[src/iobus_defines.svh]
`ifndef IOBUS_DEFINES_SVH
`define IOBUS_DEFINES_SVH
// Bus widths
`define DATA_W 18
`define ADDR_W 15
`define SEL_W 8
`define API_LEVELS 4
// Selection field positions inside the 18-bit instruction latch
`define SEL_LSB 4
`define SEL_MSB 11
`define SUB_W 2
// Fixed trap and fetch locations of the program interrupt
`define PI_TRAP_ADDR 15'h0000
`define PI_FETCH_ADDR 15'h0001
// Processor cycle in clock cycles, and cycle index of sync pulse
`define IO_CYCLE_NS 1000
`define CLK_NS 10
`define IO_CYCLE_CLKS (`IO_CYCLE_NS / `CLK_NS)
`define SYNC_AT 7'h00
`define P1_AT 7'h14
`define P2_AT 7'h28
`define P4_AT 7'h3c
// Reset values
`define ZERO_WORD 18'h00000
`define FIFO_DEPTH 8
`endif

[src/iobus_pkg.sv]
package iobus_pkg;
`include "iobus_defines.svh"
typedef logic [`DATA_W-1:0] word_t;
typedef logic [`ADDR_W-1:0] addr_t;
typedef enum logic [2:0] {
    OP_CONTROL,
    OP_READ_FLAGS,
    OP_PROG_IN,
    OP_PROG_OUT,
    OP_ADD_MEM
} op_t;
typedef enum {
    P_IDLE,
    P_IOT,
    P_CHAN,
    P_INC,
    P_ADD,
    P_API
} pstate_t;
endpackage

[src/iobus_if.sv]
`timescale 1ns/10ps
interface iobus_if;
    import iobus_pkg::*;
    // Shared data lines, one driver set per end
    logic [17:0] data_p2d;
    logic data_p2d_oe;
    logic [17:0] data_d2p;
    logic data_d2p_oe;
    // Processor control pulses and levels
    logic pwr_clear;
    logic io_sync;
    logic flag_test_pulse;
    logic input_transfer_pulse;
    logic output_transfer_pulse;
    logic read_status;
    logic io_overflow;
    logic data_overflow;
    logic [7:0] dev_sel;
    // Device request levels
    logic prog_int_req;
    logic skip_req;
    logic read_req;
    logic write_req;
    logic mem_inc_req;
    logic cur_addr_inhibit;
    logic [14:0] addr;
    // Priority control lines
    logic [3:0] api_req;
    logic [3:0] api_grant;
    logic [1:0] chan_req;
    logic [1:0] chan_grant;
    logic enable_out;
    modport proc (
        output data_p2d, data_p2d_oe, pwr_clear, io_sync, flag_test_pulse,
        output input_transfer_pulse, output_transfer_pulse, read_status,
        output io_overflow, data_overflow, dev_sel, api_grant, chan_grant,
        output enable_out,
        input data_d2p, data_d2p_oe, prog_int_req, skip_req, read_req,
        input write_req, mem_inc_req, cur_addr_inhibit, addr, api_req,
        input chan_req
    );
    modport dev (
        input data_p2d, data_p2d_oe, pwr_clear, io_sync, flag_test_pulse,
        input input_transfer_pulse, output_transfer_pulse, read_status,
        input io_overflow, data_overflow, dev_sel, api_grant, chan_grant,
        input enable_out,
        output data_d2p, data_d2p_oe, prog_int_req, skip_req, read_req,
        output write_req, mem_inc_req, cur_addr_inhibit, addr, api_req,
        output chan_req
    );
endinterface

[src/iobus_processor.sv]
`timescale 1ns/10ps
////////////////////////////////////////////////////////////////////////////
// How it works
// - Eighteen shared data lines, strobed after settling
// - Channel uses memory buffer, program uses accumulator
// - Clear pulse on power-up, clear instruction, key
// - Clear with select code starts read-in
// - Sync pulse once each processor cycle
// - Input and output pulses generated automatically
// - First pulse: skip test or command only
// - Second pulse: device sends data or clears
// - Third pulse: device captures processor data only
// - Read flags loads 18-bit status word
// - Overflow when word counter increments to zero
// - Overflow on memory increment wrap
// - Data overflow in third add cycle
// - Interrupt traps to 00000, executes 00001
// - Skip level advances counter one extra
// - Read and write requests move one word
// - Increment request adds one at address
// - Inhibit stops current address increment
// - Instruction bits 4-11 drive selection lines
// - Granted device drives vector or count address
// - Four interrupt, two channel request lines
// - Enable chain favours nearest device
module iobus_processor
    import iobus_pkg::*;
#(
    parameter int CYCLE = `IO_CYCLE_CLKS
) (
    // Clock and reset
    input wire logic CLK,
    input wire logic RST,
    // Bus
    iobus_if.proc BUS,
    // Console and instruction input
    input wire logic RESET_KEY,
    input wire logic CMD_VALID,
    output logic CMD_READY,
    input wire logic [17:0] CMD_INSTR,
    input wire logic [2:0] CMD_OP,
    input wire logic [17:0] CMD_ACC,
    // Channel memory side
    input wire logic [17:0] MEM_WORD,
    input wire logic [17:0] WORD_COUNT,
    input wire logic [14:0] CUR_ADDR,
    // Results
    output logic [17:0] ACCUMULATOR,
    output logic [14:0] PC_ADVANCE,
    output logic [14:0] TRAP_ADDR,
    output logic TRAP,
    output logic [14:0] NEXT_CUR_ADDR,
    output logic [14:0] INC_ADDR,
    output logic [17:0] IN_VALID_WORD,
    output logic IN_VALID,
    input wire logic IN_READY,
    output logic [14:0] VECTOR
);
    pstate_t st_q;
    logic [6:0] ph_q;
    logic [1:0] sub_q;
    logic pon_q;
    logic [17:0] instr_q;
    logic [17:0] acc_q;
    logic [2:0] op_q;
    logic chan_wr_q;
    logic [14:0] addr_q;
    logic f_valid;
    logic f_ready;
    logic cyc_end;
    logic [18:0] inc_sum;
    logic [1:0] chreq_q;
    logic [3:0] apireq_q;
    logic busy_req;
    assign cyc_end = (ph_q == 7'(CYCLE - 1));
    // Pending bus service outranks a program command
    assign busy_req = (|BUS.chan_req && (BUS.read_req || BUS.write_req)) ||
        BUS.mem_inc_req || (|BUS.api_req);
    assign CMD_READY = (st_q == P_IDLE) && cyc_end && !busy_req;
    assign inc_sum = {1'b0, MEM_WORD} + 19'h00001;
    ////////////////////////////////////////////////////////////////////////
    // Cycle phase counter
    always_ff @(posedge CLK or posedge RST) begin
        if (RST) begin
            ph_q <= 7'h00;
            pon_q <= 1'b1;
        end else begin
            ph_q <= cyc_end ? 7'h00 : ph_q + 7'h01;
            pon_q <= 1'b0;
        end
    end
    assign BUS.io_sync = (ph_q == `SYNC_AT);
    assign BUS.pwr_clear = pon_q || RESET_KEY ||
        (CMD_READY && CMD_VALID && CMD_OP == 3'(OP_CONTROL) &&
         CMD_INSTR == 18'h00000);
    ////////////////////////////////////////////////////////////////////////
    // Sequencer
    always_ff @(posedge CLK or posedge RST) begin
        if (RST) begin
            st_q <= P_IDLE;
            instr_q <= `ZERO_WORD;
            acc_q <= `ZERO_WORD;
            op_q <= 3'h0;
            sub_q <= 2'h0;
            chan_wr_q <= 1'b0;
            addr_q <= 15'h0000;
            chreq_q <= 2'h0;
            apireq_q <= 4'h0;
        end else if (cyc_end) begin
            case (st_q)
                P_IDLE: begin
                    sub_q <= 2'h0;
                    if (|BUS.chan_req && (BUS.read_req || BUS.write_req)) begin
                        st_q <= P_CHAN;
                        chan_wr_q <= BUS.write_req;
                        chreq_q <= BUS.chan_req &
                            (~BUS.chan_req + 2'h1);
                        addr_q <= BUS.addr;
                    end else if (BUS.mem_inc_req) begin
                        st_q <= P_INC;
                        addr_q <= BUS.addr;
                    end else if (|BUS.api_req) begin
                        st_q <= P_API;
                        apireq_q <= BUS.api_req &
                            (~BUS.api_req + 4'h1);
                    end else if (CMD_VALID) begin
                        instr_q <= CMD_INSTR;
                        op_q <= CMD_OP;
                        acc_q <= CMD_ACC;
                        st_q <= (CMD_OP == 3'(OP_ADD_MEM)) ? P_ADD : P_IOT;
                    end
                end
                P_ADD: begin
                    sub_q <= sub_q + 2'h1;
                    if (sub_q == 2'h3) begin
                        st_q <= P_IDLE;
                    end
                end
                P_IOT, P_CHAN, P_INC, P_API: begin
                    st_q <= P_IDLE;
                end
                default: begin
                    st_q <= P_IDLE;
                end
            endcase
        end
    end
    ////////////////////////////////////////////////////////////////////////
    // Pulses and selection
    assign BUS.dev_sel = (st_q == P_IOT) ?
        instr_q[`SEL_MSB:`SEL_LSB] : 8'h00;
    assign BUS.flag_test_pulse = (st_q == P_IOT) && instr_q[0] &&
        ph_q == `P1_AT;
    assign BUS.input_transfer_pulse = ph_q == `P2_AT &&
        ((st_q == P_IOT && (instr_q[1] || op_q == 3'(OP_PROG_IN))) ||
         (st_q == P_CHAN && !chan_wr_q));
    assign BUS.output_transfer_pulse = ph_q == `P4_AT &&
        ((st_q == P_IOT && (instr_q[2] || op_q == 3'(OP_PROG_OUT))) ||
         (st_q == P_CHAN && chan_wr_q));
    assign BUS.read_status = (st_q == P_IOT) && op_q == 3'(OP_READ_FLAGS);
    assign BUS.data_p2d_oe = BUS.output_transfer_pulse;
    assign BUS.data_p2d = (st_q == P_CHAN) ? MEM_WORD : acc_q;
    assign BUS.io_overflow = (st_q == P_CHAN && WORD_COUNT == 18'h3ffff) ||
        (st_q == P_INC && inc_sum[18]);
    assign BUS.data_overflow = (st_q == P_ADD) && sub_q == 2'h2 &&
        ({1'b0, MEM_WORD} + {1'b0, acc_q} > 19'h3ffff);
    // Grants hold the request taken at cycle start, as the chain drops it
    assign BUS.api_grant = (st_q == P_API) ? apireq_q : 4'h0;
    assign BUS.chan_grant = (st_q == P_CHAN) ? chreq_q : 2'h0;
    assign BUS.enable_out = (st_q == P_IDLE);
    ////////////////////////////////////////////////////////////////////////
    // Results captured at the pulse phases or at cycle end, after bus settling
    assign f_valid = (st_q == P_CHAN) && BUS.input_transfer_pulse &&
        BUS.data_d2p_oe;
    always_ff @(posedge CLK or posedge RST) begin
        if (RST) begin
            ACCUMULATOR <= `ZERO_WORD;
            PC_ADVANCE <= 15'h0000;
            TRAP <= 1'b0;
            TRAP_ADDR <= 15'h0000;
            NEXT_CUR_ADDR <= 15'h0000;
            INC_ADDR <= 15'h0000;
            VECTOR <= 15'h0000;
        end else begin
            TRAP <= 1'b0;
            if (st_q == P_IOT && ph_q == `P1_AT) begin
                PC_ADVANCE <= BUS.skip_req ? 15'h0002 : 15'h0001;
            end
            if ((BUS.read_status || BUS.input_transfer_pulse) &&
                st_q == P_IOT && BUS.data_d2p_oe) begin
                ACCUMULATOR <= BUS.data_d2p;
            end
            if (st_q == P_CHAN && cyc_end) begin
                NEXT_CUR_ADDR <= BUS.cur_addr_inhibit ? CUR_ADDR :
                    CUR_ADDR + 15'h0001;
            end
            if (st_q == P_INC && cyc_end) begin
                INC_ADDR <= addr_q;
            end
            if (st_q == P_API && ph_q == `P1_AT) begin
                VECTOR <= BUS.addr;
            end
            if (st_q == P_IDLE && cyc_end && BUS.prog_int_req &&
                !(|BUS.chan_req) && !BUS.mem_inc_req && !(|BUS.api_req)) begin
                TRAP <= 1'b1;
                TRAP_ADDR <= `PI_TRAP_ADDR;
            end
        end
    end
    ////////////////////////////////////////////////////////////////////////
    // Incoming word buffer
    iobus_fifo #(.WIDTH(18), .DEPTH(`FIFO_DEPTH)) in_fifo (
        .clk(CLK),
        .rst(RST),
        .in_valid(f_valid && st_q != P_IDLE),
        .in_ready(f_ready),
        .in_data(BUS.data_d2p),
        .out_valid(IN_VALID),
        .out_ready(IN_READY),
        .out_data(IN_VALID_WORD)
    );
    logic unused_ok;
    assign unused_ok = f_ready;
endmodule // iobus_processor

[src/iobus_fifo.sv]
`timescale 1ns/10ps
module iobus_fifo #(
    parameter int WIDTH = 18,
    parameter int DEPTH = 8
) (
    // Clock and reset
    input wire logic clk,
    input wire logic rst,
    // Fill side
    input wire logic in_valid,
    output logic in_ready,
    input wire logic [WIDTH-1:0] in_data,
    // Drain side
    output logic out_valid,
    input wire logic out_ready,
    output logic [WIDTH-1:0] out_data
);
    localparam int AW = $clog2(DEPTH);
    logic [WIDTH-1:0] mem [DEPTH];
    logic [AW-1:0] wp_q;
    logic [AW-1:0] rp_q;
    logic [AW:0] cnt_q;
    logic push;
    logic pop;
    assign in_ready = (cnt_q != (AW+1)'(DEPTH));
    assign out_valid = (cnt_q != '0);
    assign push = in_valid && in_ready;
    assign pop = out_valid && out_ready;
    assign out_data = mem[rp_q];
    always_ff @(posedge clk) begin
        if (push) begin
            mem[wp_q] <= in_data;
        end
    end
    always_ff @(posedge clk or posedge rst) begin
        if (rst) begin
            wp_q <= '0;
            rp_q <= '0;
            cnt_q <= '0;
        end else begin
            if (push) begin
                wp_q <= (wp_q == AW'(DEPTH-1)) ? '0 : wp_q + 1'b1;
            end
            if (pop) begin
                rp_q <= (rp_q == AW'(DEPTH-1)) ? '0 : rp_q + 1'b1;
            end
            cnt_q <= cnt_q + (AW+1)'(push) - (AW+1)'(pop);
        end
    end
endmodule // iobus_fifo

[src/flat_wrapper.sv]
// flat-port wrapper written by rule: the top's interface ports become plain ports
module iobus_processor_flat import iobus_pkg::*;
#(
    parameter int CYCLE = `IO_CYCLE_CLKS
)
  (CLK, RST, RESET_KEY, CMD_VALID, CMD_READY, CMD_INSTR, CMD_OP, CMD_ACC, MEM_WORD, WORD_COUNT, CUR_ADDR, ACCUMULATOR, PC_ADVANCE, TRAP_ADDR, TRAP, NEXT_CUR_ADDR, INC_ADDR, IN_VALID_WORD, IN_VALID, IN_READY, VECTOR, BUS_data_p2d, BUS_data_p2d_oe, BUS_pwr_clear, BUS_io_sync, BUS_flag_test_pulse, BUS_input_transfer_pulse, BUS_output_transfer_pulse, BUS_read_status, BUS_io_overflow, BUS_data_overflow, BUS_dev_sel, BUS_api_grant, BUS_chan_grant, BUS_enable_out, BUS_data_d2p, BUS_data_d2p_oe, BUS_prog_int_req, BUS_skip_req, BUS_read_req, BUS_write_req, BUS_mem_inc_req, BUS_cur_addr_inhibit, BUS_addr, BUS_api_req, BUS_chan_req);
  iobus_if BUS_i ();
  input wire logic CLK;
  input wire logic RST;
  input wire logic RESET_KEY;
  input wire logic CMD_VALID;
  output logic CMD_READY;
  input wire logic [17:0] CMD_INSTR;
  input wire logic [2:0] CMD_OP;
  input wire logic [17:0] CMD_ACC;
  input wire logic [17:0] MEM_WORD;
  input wire logic [17:0] WORD_COUNT;
  input wire logic [14:0] CUR_ADDR;
  output logic [17:0] ACCUMULATOR;
  output logic [14:0] PC_ADVANCE;
  output logic [14:0] TRAP_ADDR;
  output logic TRAP;
  output logic [14:0] NEXT_CUR_ADDR;
  output logic [14:0] INC_ADDR;
  output logic [17:0] IN_VALID_WORD;
  output logic IN_VALID;
  input wire logic IN_READY;
  output logic [14:0] VECTOR;
  output wire logic [$bits(BUS_i.data_p2d)-1:0] BUS_data_p2d;
  output wire logic [$bits(BUS_i.data_p2d_oe)-1:0] BUS_data_p2d_oe;
  output wire logic [$bits(BUS_i.pwr_clear)-1:0] BUS_pwr_clear;
  output wire logic [$bits(BUS_i.io_sync)-1:0] BUS_io_sync;
  output wire logic [$bits(BUS_i.flag_test_pulse)-1:0] BUS_flag_test_pulse;
  output wire logic [$bits(BUS_i.input_transfer_pulse)-1:0] BUS_input_transfer_pulse;
  output wire logic [$bits(BUS_i.output_transfer_pulse)-1:0] BUS_output_transfer_pulse;
  output wire logic [$bits(BUS_i.read_status)-1:0] BUS_read_status;
  output wire logic [$bits(BUS_i.io_overflow)-1:0] BUS_io_overflow;
  output wire logic [$bits(BUS_i.data_overflow)-1:0] BUS_data_overflow;
  output wire logic [$bits(BUS_i.dev_sel)-1:0] BUS_dev_sel;
  output wire logic [$bits(BUS_i.api_grant)-1:0] BUS_api_grant;
  output wire logic [$bits(BUS_i.chan_grant)-1:0] BUS_chan_grant;
  output wire logic [$bits(BUS_i.enable_out)-1:0] BUS_enable_out;
  input wire logic [$bits(BUS_i.data_d2p)-1:0] BUS_data_d2p;
  input wire logic [$bits(BUS_i.data_d2p_oe)-1:0] BUS_data_d2p_oe;
  input wire logic [$bits(BUS_i.prog_int_req)-1:0] BUS_prog_int_req;
  input wire logic [$bits(BUS_i.skip_req)-1:0] BUS_skip_req;
  input wire logic [$bits(BUS_i.read_req)-1:0] BUS_read_req;
  input wire logic [$bits(BUS_i.write_req)-1:0] BUS_write_req;
  input wire logic [$bits(BUS_i.mem_inc_req)-1:0] BUS_mem_inc_req;
  input wire logic [$bits(BUS_i.cur_addr_inhibit)-1:0] BUS_cur_addr_inhibit;
  input wire logic [$bits(BUS_i.addr)-1:0] BUS_addr;
  input wire logic [$bits(BUS_i.api_req)-1:0] BUS_api_req;
  input wire logic [$bits(BUS_i.chan_req)-1:0] BUS_chan_req;
  assign BUS_data_p2d = BUS_i.data_p2d;
  assign BUS_data_p2d_oe = BUS_i.data_p2d_oe;
  assign BUS_pwr_clear = BUS_i.pwr_clear;
  assign BUS_io_sync = BUS_i.io_sync;
  assign BUS_flag_test_pulse = BUS_i.flag_test_pulse;
  assign BUS_input_transfer_pulse = BUS_i.input_transfer_pulse;
  assign BUS_output_transfer_pulse = BUS_i.output_transfer_pulse;
  assign BUS_read_status = BUS_i.read_status;
  assign BUS_io_overflow = BUS_i.io_overflow;
  assign BUS_data_overflow = BUS_i.data_overflow;
  assign BUS_dev_sel = BUS_i.dev_sel;
  assign BUS_api_grant = BUS_i.api_grant;
  assign BUS_chan_grant = BUS_i.chan_grant;
  assign BUS_enable_out = BUS_i.enable_out;
  assign BUS_i.data_d2p = BUS_data_d2p;
  assign BUS_i.data_d2p_oe = BUS_data_d2p_oe;
  assign BUS_i.prog_int_req = BUS_prog_int_req;
  assign BUS_i.skip_req = BUS_skip_req;
  assign BUS_i.read_req = BUS_read_req;
  assign BUS_i.write_req = BUS_write_req;
  assign BUS_i.mem_inc_req = BUS_mem_inc_req;
  assign BUS_i.cur_addr_inhibit = BUS_cur_addr_inhibit;
  assign BUS_i.addr = BUS_addr;
  assign BUS_i.api_req = BUS_api_req;
  assign BUS_i.chan_req = BUS_chan_req;
  iobus_processor #(.CYCLE(CYCLE)) u_core (.CLK(CLK), .RST(RST), .BUS(BUS_i), .RESET_KEY(RESET_KEY), .CMD_VALID(CMD_VALID), .CMD_READY(CMD_READY), .CMD_INSTR(CMD_INSTR), .CMD_OP(CMD_OP), .CMD_ACC(CMD_ACC), .MEM_WORD(MEM_WORD), .WORD_COUNT(WORD_COUNT), .CUR_ADDR(CUR_ADDR), .ACCUMULATOR(ACCUMULATOR), .PC_ADVANCE(PC_ADVANCE), .TRAP_ADDR(TRAP_ADDR), .TRAP(TRAP), .NEXT_CUR_ADDR(NEXT_CUR_ADDR), .INC_ADDR(INC_ADDR), .IN_VALID_WORD(IN_VALID_WORD), .IN_VALID(IN_VALID), .IN_READY(IN_READY), .VECTOR(VECTOR));
endmodule
[config.mk]
export PLATFORM = sky130hd
export DESIGN_NAME = iobus_processor_flat
export DESIGN_NICKNAME = d
export VERILOG_FILES = /design/src/iobus_pkg.sv /design/src/iobus_if.sv /design/src/iobus_processor.sv /design/src/iobus_fifo.sv /design/src/flat_wrapper.sv
export VERILOG_INCLUDE_DIRS = /design/src
export SDC_FILE = /design/constraint.sdc
export NUM_CORES = 1
export LEC_CHECK = 0
export ABC_AREA = 1
export BUFFER_PORTS_ARGS = -buffer_cell sky130_fd_sc_hd__buf_2
export CAP_MARGIN = 20
export CORE_MARGIN = 2
export CORE_UTILIZATION = 35
export CTS_CLUSTER_SIZE = 14
export DETAILED_ROUTE_END_ITERATION = 12
export PLACE_DENSITY = 0.63
export SYNTH_ARGS = -nofsm -noshare
export SYNTH_HDL_FRONTEND = slang
export SYNTH_SLANG_ARGS = --single-unit
[constraint.sdc]
create_clock -name CLK -period 8.15 [get_ports CLK]
set_input_delay 1.63 -clock CLK [delete_from_list [all_inputs] [get_ports CLK]]
set_output_delay 1.63 -clock CLK [all_outputs]
set_load 0.005 [all_outputs]
==> Word-level counts from Yosys, hierarchy flattened <==
Memory sizes are Yosys's and may differ from the RTL's.
Cells that the tools add are included.
{ "totals": {"out_inout_bits": 156, "memories": 1, "elab_cells": 151, "register_bits": 186, "input_bits": 141, "ram_bits": 144} }
{ "op_classes": {"eq_ne": 22, "muxes": 22, "reduce_logical": 67, "bitwise_logic": 7, "n_addsub": 11, "magnitude_cmp": 1} }
{ "memory_table": {"columns": ["name", "depth", "width", "rd", "rd_ports_with_merged_regs", "wr", "line_no", "source"], "rows": [
  ["u_core.in_fifo.mem", 8, 18, 1, 0, 1, "iobus_fifo.sv:19", "logic [WIDTH-1:0] mem [DEPTH];"]
]} }
{ "op_table": {"columns": ["cell", "count"], "rows": [
  ["32-bit 2-to-1 mux", 5],
  ["32-bit by 3-bit equality test with 1-bit output, second input constant", 3],
  ["32-bit by 4-bit equality test with 1-bit output, second input constant", 2],
  ["32-bit zero test", 2],
  ["32-bit case mux with 2 select lines", 1],
  ["15-bit 2-to-1 mux", 3],
  ["1-bit logical AND", 34],
  ["32-bit by 2-bit equality test with 1-bit output, second input constant", 1],
  ["32-bit nonzero test", 1],
  ["18-bit by 1-bit adder with 19-bit output, second input constant", 1],
  ["18-bit by 18-bit adder with 19-bit output", 1],
  ["19-bit by 18-bit > comparator with 1-bit output, second input constant", 1],
  ["18-bit equality test, second input constant", 1],
  ["18-bit zero test", 1],
  ["18-bit 2-to-1 mux", 1],
  ["15-bit by 1-bit adder with 15-bit output, second input constant", 1],
  ["7-bit by 6-bit equality test with 1-bit output, second input constant", 2],
  ["1-bit logical OR", 11],
  ["3-bit equality test, second input constant", 3],
  ["3-bit 2-to-1 mux", 3],
  ["3-bit AND reduction", 3],
  ["8-bit 2-to-1 mux", 1],
  ["7-bit by 1-bit adder with 7-bit output, second input constant", 1],
  ["7-bit by 5-bit equality test with 1-bit output, second input constant", 1],
  ["other kinds (32)", 46]
]} }

==> Depth between registers and ports, before layout <==
Gate-level depths: netlist (run 1).
{ "logic_depth": {"word_depth": 11, "ltp_mapped": 13, "mapped_depth_nobuf": 12} }

==> Modules after synthesis <==
Synthesis (run 1) repeated with hierarchy kept, for this count alone.
{ "unflattened": {"cells_unflattened": 1572, "hier_area_um2": 13963.4} }
{ "modules_own_cells": {"columns": ["module", "seq_area_each_um2", "cells_per_inst", "area_each_um2", "instances"], "rows": [
  ["iobus_fifo", 4574.4, 696, 6985.4, 1],
  ["iobus_processor", 3329.4, 876, 6977.9, 1]
]} }

==> Least setup slack after synthesis (run 1) <==
No wires, ideal clock.
{ "synth_timing": {"path_kind": "input-to-output", "startpoint": "input port MEM_WORD[9]", "endpoint": "output port BUS_data_overflow", "arrival_ns": 2.426, "required_ns": 6.520, "path_stages": 7, "path_buffers": 0, "slack_ns": 4.094, "path_cell_list": "ha_1 -> nand2_1 -> nor2_1 -> nand3_1 -> nand3_1 -> nand2_1 -> a21oi_1"} }
{ "synth_between": {"elab_chain_len": 3} }
{ "synth_lines": {"columns": ["item", "line_no", "source"], "rows": [
  ["from (decl)", "flat_wrapper.sv:16", "input wire logic [17:0] MEM_WORD;"],
  ["18-bit by 18-bit adder with 19-bit output", "iobus_processor.sv:166", "({1'b0, MEM_WORD} + {1'b0, acc_q} > 19'h3ffff);"],
  ["19-bit by 18-bit > comparator with 1-bit output", "iobus_processor.sv:166", null],
  ["1-bit logical AND", "iobus_processor.sv:165", "assign BUS.data_overflow = (st_q == P_ADD) && sub_q == 2'h2 &&"],
  ["to (decl)", "flat_wrapper.sv:38", "output wire logic [$bits(BUS_i.data_overflow)-1:0] BUS_data_overflow;"]
]} }
No other way between the ends.

==> Worst setup path in the final report (run 1) <==
{ "layout_timing": {"startpoint": "register u_core.in_fifo.rp_q[0]", "endpoint": "output port IN_VALID_WORD[6]"} }
{ "layout_between": {"elab_chain_len": 1} }
{ "layout_lines": {"columns": ["item", "line_no", "source"], "rows": [
  ["from (decl)", "iobus_fifo.sv:21", "logic [AW-1:0] rp_q;"],
  ["from (signal assigned)", "iobus_fifo.sv:45", "rp_q <= (rp_q == AW'(DEPTH-1)) ? '0 : rp_q + 1'b1;"],
  ["memory 8 x 18 bit", null, null],
  ["to (decl)", "flat_wrapper.sv:25", "output logic [17:0] IN_VALID_WORD;"]
]} }
No other way between the ends.

==> impl_metrics.ini, run 1 <==
[die]
rows = 70
start_util_pct = 35.6
dieArea_um2 = 38800
die_height_um = 197
coreArea_um2 = 36700
die_x_um = 197
num_io_pins = 297

[detailed_routing]
via_count = 10100
met1Wirelength_um = 14100
firstDrtPassIters = 6
via_per_inst = 4.82
drt-initial-drc-count = 482
maxUsedRoutingLayer = met5
wl_met2_um = 16300
antenna_left = 0
drc = 0
wl_met3_um = 2440
wl_um = 33400
wire_per_inst_um = 15.9

[logic_synthesis]
yosysWarnings = 0
async_flop_share_pct = 49.8
synth_top_area_share_pct = 33.1
synth_cells = 1337
synth.avg_cell_area_um2 = 9.76
synth.area.top_cells = edfxtp_1, dfrtp_1, nand2_1
synth_ff_type = edfxtp_1
netlist_area_um2 = 13000
synth_edf_count = 144
synth_top_cell_by_area = edfxtp_1
synth_cell_types = 41
yosysSeqAreaShare_pct = 60.6
synth-seq-cells = 287

[global_routing]
antenna_found_initial = 2
grt_overflow = 0
first_global_vias = 9955
grt_use_total_pct = 17.1
grt_start_max_net_pins = 76
grt_pass1_wl_um = 52700

[run]
cap_violations = 0

[pwr]
leakage_uw = 0.00744
p_total_uw = 3770
ir_drop_mv = 0.128
p_per_area_nw_per_um2 = 237

[sta]
worst_pin_slew_ns = 0.994
final.period_utilization_pct = 56.3
setup_violations = 0
hold_slack_ns = 0.464
maxSlewViolCount = 0
fmax_mhz = 218
fin_skew_ns = 0.0150
rsz0062_at_grt = no
hold_viol_final = 0
fin_setup_tns_ns = 0
fin_crit_ns = 4.59
slew_headroom_pct = 33.2

[worst_setup_path]
crit_arrival_ns = 2.96
reg2regPathDepth = 10
path_max_fanout = 74
critPathCaptureType = primary output
r2r_slack_ns = 5.07
critPathKind = reg2out
worstPathRequired_ns = 6.52
rr_startpoint = u_core.st_q[2]
rr_endpoint = u_core.in_fifo.cnt_q[2]
startpoint_type = flop

[placement]
place_area_um2 = 14800
gp_congestion = 0.873
dp.cells = 2033
port_buffers = 268
hpwlAfterDp_um = 22200

[clocking]
cts_tree = yes
path_clk_slew_ns = 0.05
cts_sinks = 287
cts.path.max_buffers = 3
cts_hold_buf = 0
post_cts_buffers = 0
cts_buffers = 34
clock_latency_ns = 0.50
htree_levels = 2
cts_resized = 0
cts-root-buf = clkbuf_16

[final_layout]
post-route-cell-area_um2 = 15900
num_antenna_cells = 0
fill_cells = 3590
drive_gt1_share_pct = 22.7
fin_cells = 2095
syn2layout_area_growth_pct = 22.0
final_net_count = 1779
final_common_cell = nand2_1
final_cell_mix = nand2_1, buf_2, nor2_1

[min_path]
min-delay-path-class = reg2reg
holdPathStages = 2
worstHoldStart = u_core.ACCUMULATOR[16]
hold_end = u_core.ACCUMULATOR[16]

[run_status]
status = finished clean
[synth_stat cells, types with 15 or more instances]
library cell,instances
o32ai_1,36
nand3_1,44
o21ai_1,18
inv_1,93
nor2_1,176
ha_1,32
nor3_1,19
edfxtp_1,144
dfrtp_1,142
clkbuf_1,27
buf_2,16
a21oi_1,17
nand4_1,15
buf_4,31
nand2_1,358
o21ai_0,99
[power breakdown]
group          internal, uW  leakage (uW)  switching, uW
Combinational           273       0.00390            493
Clock                   870      0.000525            579
Sequential             1550       0.00301           11.1
[kinds of logic after synthesis]
| group | count (synthesis) | synth area share, % |
|---|---|---|
| simple gates | 632 | 19.8 |
| compound gates | 177 | 7.96 |
| xor+xnor | 9 | 0.604 |
| other cells | 1 | 0.0287 |
| flops | 287 | 60.6 |
| fa+ha+maj | 34 | 3.38 |
| buf+inv | 182 | 6.40 |
| mux | 15 | 1.29 |
[worst max-delay path, cell delays in order, from the launching register on]
cell and delay [ns]:
dfrtp_2 0.38, buf_4 0.33, inv_2 0.52, buf_4 0.54, nor2_1 0.08, o32ai_1 0.25
nand2_1 0.09, nand2_1 0.12, buf_2 0.13
[registers in the layout, indices dropped and copies added (netlist names), 4 cells and up]
signal                count
u_core.ph_q               7
u_core.instr_q           11
u_core.INC_ADDR          15
u_core.NEXT_CUR_ADDR     15
u_core.in_fifo.cnt_q      4
u_core.ACCUMULATOR       18
u_core.acc_q             18
u_core.in_fifo.mem      144
u_core.apireq_q           4
u_core.VECTOR            15
u_core.addr_q            15
[per-stage QoR]
step                      setup WS, ns  util (%)
after floorplan                   2.68         -
after global placement            3.66      40.3
after detailed placement          3.64      40.3
after CTS                         3.51      43.1
after global routing              3.27      43.4
final                             3.56      43.4
[area by class of cell]
type | count | area (um^2) | area share (%)
Clock buffer | 45 | 933 | 5.86
Clock inverter | 14 | 129 | 0.810
Timing Repair Buffer | 284 | 1520 | 9.56
Tap cell | 468 | 586 | 3.68
Inverter | 101 | 384 | 2.41
Sequential cell | 287 | 7910 | 49.7
Multi-Input combinational cell | 896 | 4460 | 28.0
[worst max-delay path by stage]
stage | to | startpoint | cells past startpoint
finish | IN_VALID_WORD[6] | u_core.in_fifo.rp_q[0] | 8
global route | IN_VALID_WORD[5] | u_core.in_fifo.rp_q[0] | 8
CTS | IN_VALID_WORD[6] | u_core.in_fifo.rp_q[0] | 8
detailed placement | BUS_pwr_clear | BUS_chan_req[0] | 9
global placement | BUS_pwr_clear | BUS_api_req[0] | 9
floorplan | u_core.ACCUMULATOR[0] | RST | 1
[layer usage]
| layer | global-route usage, % | up-vias |
|---|---|---|
| li1 | - | 4933 |
| met1 | 21.4 | 4820 |
| met2 | 29.8 | 297 |
| met3 | 4.32 | 44 |
| met4 | 4.18 | 2 |
| met5 | 0 | - |
No activity file was read; power rests on OpenSTA's default activity.
==> run 2, diff against run 1 <==
ABC_AREA = 0   (was 1)
clock period = 4.8 ns   (was 8.15 ns; I/O delays follow)
==> run 2 against run 1 <==
Sequential share of layout area up 0.75 points; critical path depth fell by 3; flip-flop and latch count is the same; area after synthesis down 1.9%; via count decreased by 22%; count of clock-buffer cells in the layout down 11; combinational power rose by 38%; critical path type unchanged; critical endpoint is now BUS_data_p2d_oe.
==> impl_metrics.ini, run 2 <==
[final_layout]
final_net_count = 1291
final_cell_mix = buf_2, mux2_2, edfxtp_1
largest_reg_flops = 144
reg_top3 = u_core.in_fifo.mem: 144 flops, u_core.ACCUMULATOR: 18 flops, u_core.acc_q: 18 flops
syn2layout_area_growth_pct = 22.5
top_register = u_core.in_fifo.mem
final_common_cell = buf_2
fin_cells = 1609
fill_cells = 3377
drive_gt1_share_pct = 47.3

[detailed_routing]
via_per_inst = 4.90
antenna_left = 0
firstDrtPassIters = 4
wire_per_inst_um = 18.7
drc = 0
via_count = 7887
drt-initial-drc-count = 336
wl_um = 30100

[logic_synthesis]
yosysWarnings = 0
synth_top_cell_by_area = edfxtp_1
synth_edf_count = 144
async_flop_share_pct = 49.8
synth-seq-cells = 287
synth_top_area_share_pct = 33.8
synth_ff_type = edfxtp_1
netlist_area_um2 = 12800
post_synth_most_frequent_cells = edfxtp_1, mux2_2, dfrtp_1, mux4_2, nand2_1
synth.avg_cell_area_um2 = 15.4
yosysSeqAreaShare_pct = 61.8
synth_cells = 829
synth.area.top_cells = edfxtp_1, dfrtp_1, mux2_2
synth_cell_types = 65

[clocking]
path_clk_slew_ns = 0.06
htree_levels = 1
clock_latency_ns = 0.56
cts.path.max_buffers = 3
cts-root-buf = clkbuf_16
cts_sinks = 287
cts_tree = yes
cts_buffers = 31
cts_hold_buf = 0
post_cts_buffers = 0
cts_resized = 0

[run]
cap_violations = 0

[worst_setup_path]
crit_arrival_ns = 2.67
critPathCaptureType = primary output
critPathKind = reg2out
slowest_delay_ns = 0.60
cp_slowest_cell = nor3b_2
path_cells = nor3b_2 > buf_4 > a22oi_1 > nor3b_1 > buf_2
path_max_fanout = 15
r2r_slack_ns = 1.61
startpoint_type = flop
worstPathRequired_ns = 3.84

[placement]
dp.cells = 1550
hpwlAfterDp_um = 21000
gp_congestion = 0.812
port_buffers = 268

[sta]
rsz0062_at_grt = no
fin_crit_ns = 3.63
worst_pin_slew_ns = 0.997
hold_viol_final = 0
maxSlewViolCount = 0
fin_skew_ns = 0.0185
final.period_utilization_pct = 75.5
slew_headroom_pct = 33.3
fin_setup_tns_ns = 0
setup_violations = 0
fmax_mhz = 276

[die]
dieArea_um2 = 38100
die_x_um = 195
start_util_pct = 35.2
rows = 70
num_io_pins = 297
coreArea_um2 = 36300
die_height_um = 195

[global_routing]
first_global_vias = 8321
grt_start_max_net_pins = 74
grt_overflow = 0
grt_use_total_pct = 15.7
antenna_found_initial = 2
grt_pass1_wl_um = 47000

[pwr]
leakage_uw = 0.00691
p_per_area_nw_per_um2 = 392
ir_drop_mv = 0.205

[min_path]
min-delay-path-class = reg2reg

[run_status]
status = finished clean
## run 2: changes by cell type after synthesis, moves of 15 or more
cell and change:
nand2_1 -322, nor2_1 -154, mux2_2 +139, o21ai_0 -84, inv_1 -71, mux4_2 +36
o32ai_1 -36, nand3_1 -29, o21ai_1 -18, and2_1 +15, clkbuf_1 -15
## run 2: cell families after synthesis
family	after synthesis	synth area share [%]
XOR/XNOR	15	1.03
adder cells (fa/ha/maj)	34	3.44
multiplexers	185	19.4
flip-flops	287	61.8
AND/OR/NAND/NOR	169	7.67
other	1	0.0293
AO/OA/AOI/OAI	54	2.82
buffers and inverters	84	3.82
## run 2: report_power, final
part / leakage [uW] / total, uW / switching [uW] / internal, uW
clock network: 0.000504 / 2380 / 970 / 1410
registers: 0.00317 / 2710 / 80.9 / 2630
logic: 0.00323 / 1060 / 466 / 591
total: 0.00691 / 6140 / 1520 / 4620
## run 2: metal layers
metal	global-route usage, %	share of wire (%)
met3	3.97	6.6
met2	27.8	50
met5	0	0.053
met4	4.10	2.2
met1	19.2	41
## run 2: layout make-up
type,instances,area [um^2],share of cell area [%]
well taps,468,586,3.73
multi-input cells,486,4570,29.2
diodes,1,2.50,0.0160
clock inverters,23,221,1.41
repair buffers,287,1500,9.59
flip-flops and latches,287,7910,50.4
inverters,23,91.3,0.583
clock buffers,34,797,5.08
## run 2: critical path, delay by kind of cell, from the launching register on
family	cells	cell delay [ns]
AO/OA/AOI/OAI	1	0.12
AND/OR/NAND/NOR	2	0.97
flip-flops	1	0.49
buffers and inverters	2	0.54
## run 2: path summary, 6_finish.rpt
kind	start	end	cells after the start
hold reg to reg	u_core.NEXT_CUR_ADDR[7]	u_core.NEXT_CUR_ADDR[7]	2
setup / recovery	u_core.st_q[0]	BUS_data_p2d_oe	5
hold / removal	u_core.NEXT_CUR_ADDR[7]	u_core.NEXT_CUR_ADDR[7]	2
min in group asynchronous	RST	u_core.ACCUMULATOR[2]	2
setup reg to reg	u_core.st_q[0]	u_core.in_fifo.cnt_q[2]	9
max in group asynchronous	RST	u_core.pon_q	3
## run 2: metrics by stage
step / hold slack (ns) / cell area [um^2] / utilization, % / worst slack (ns) / power, uW
finish: 0.474 / 15700 / 43.1 / 1.17 / 6140
global route: 0.498 / 15700 / 43.1 / 0.994 / 6450
CTS: 0.480 / 15700 / 43.1 / 1.15 / 6240
detailed placement: 0.466 / 14600 / 40.3 / 1.30 / 3820
global placement: 0.459 / 14600 / 40.3 / 1.35 / 3810
floorplan: 0.455 / 12900 / - / 0.00373 / 3460
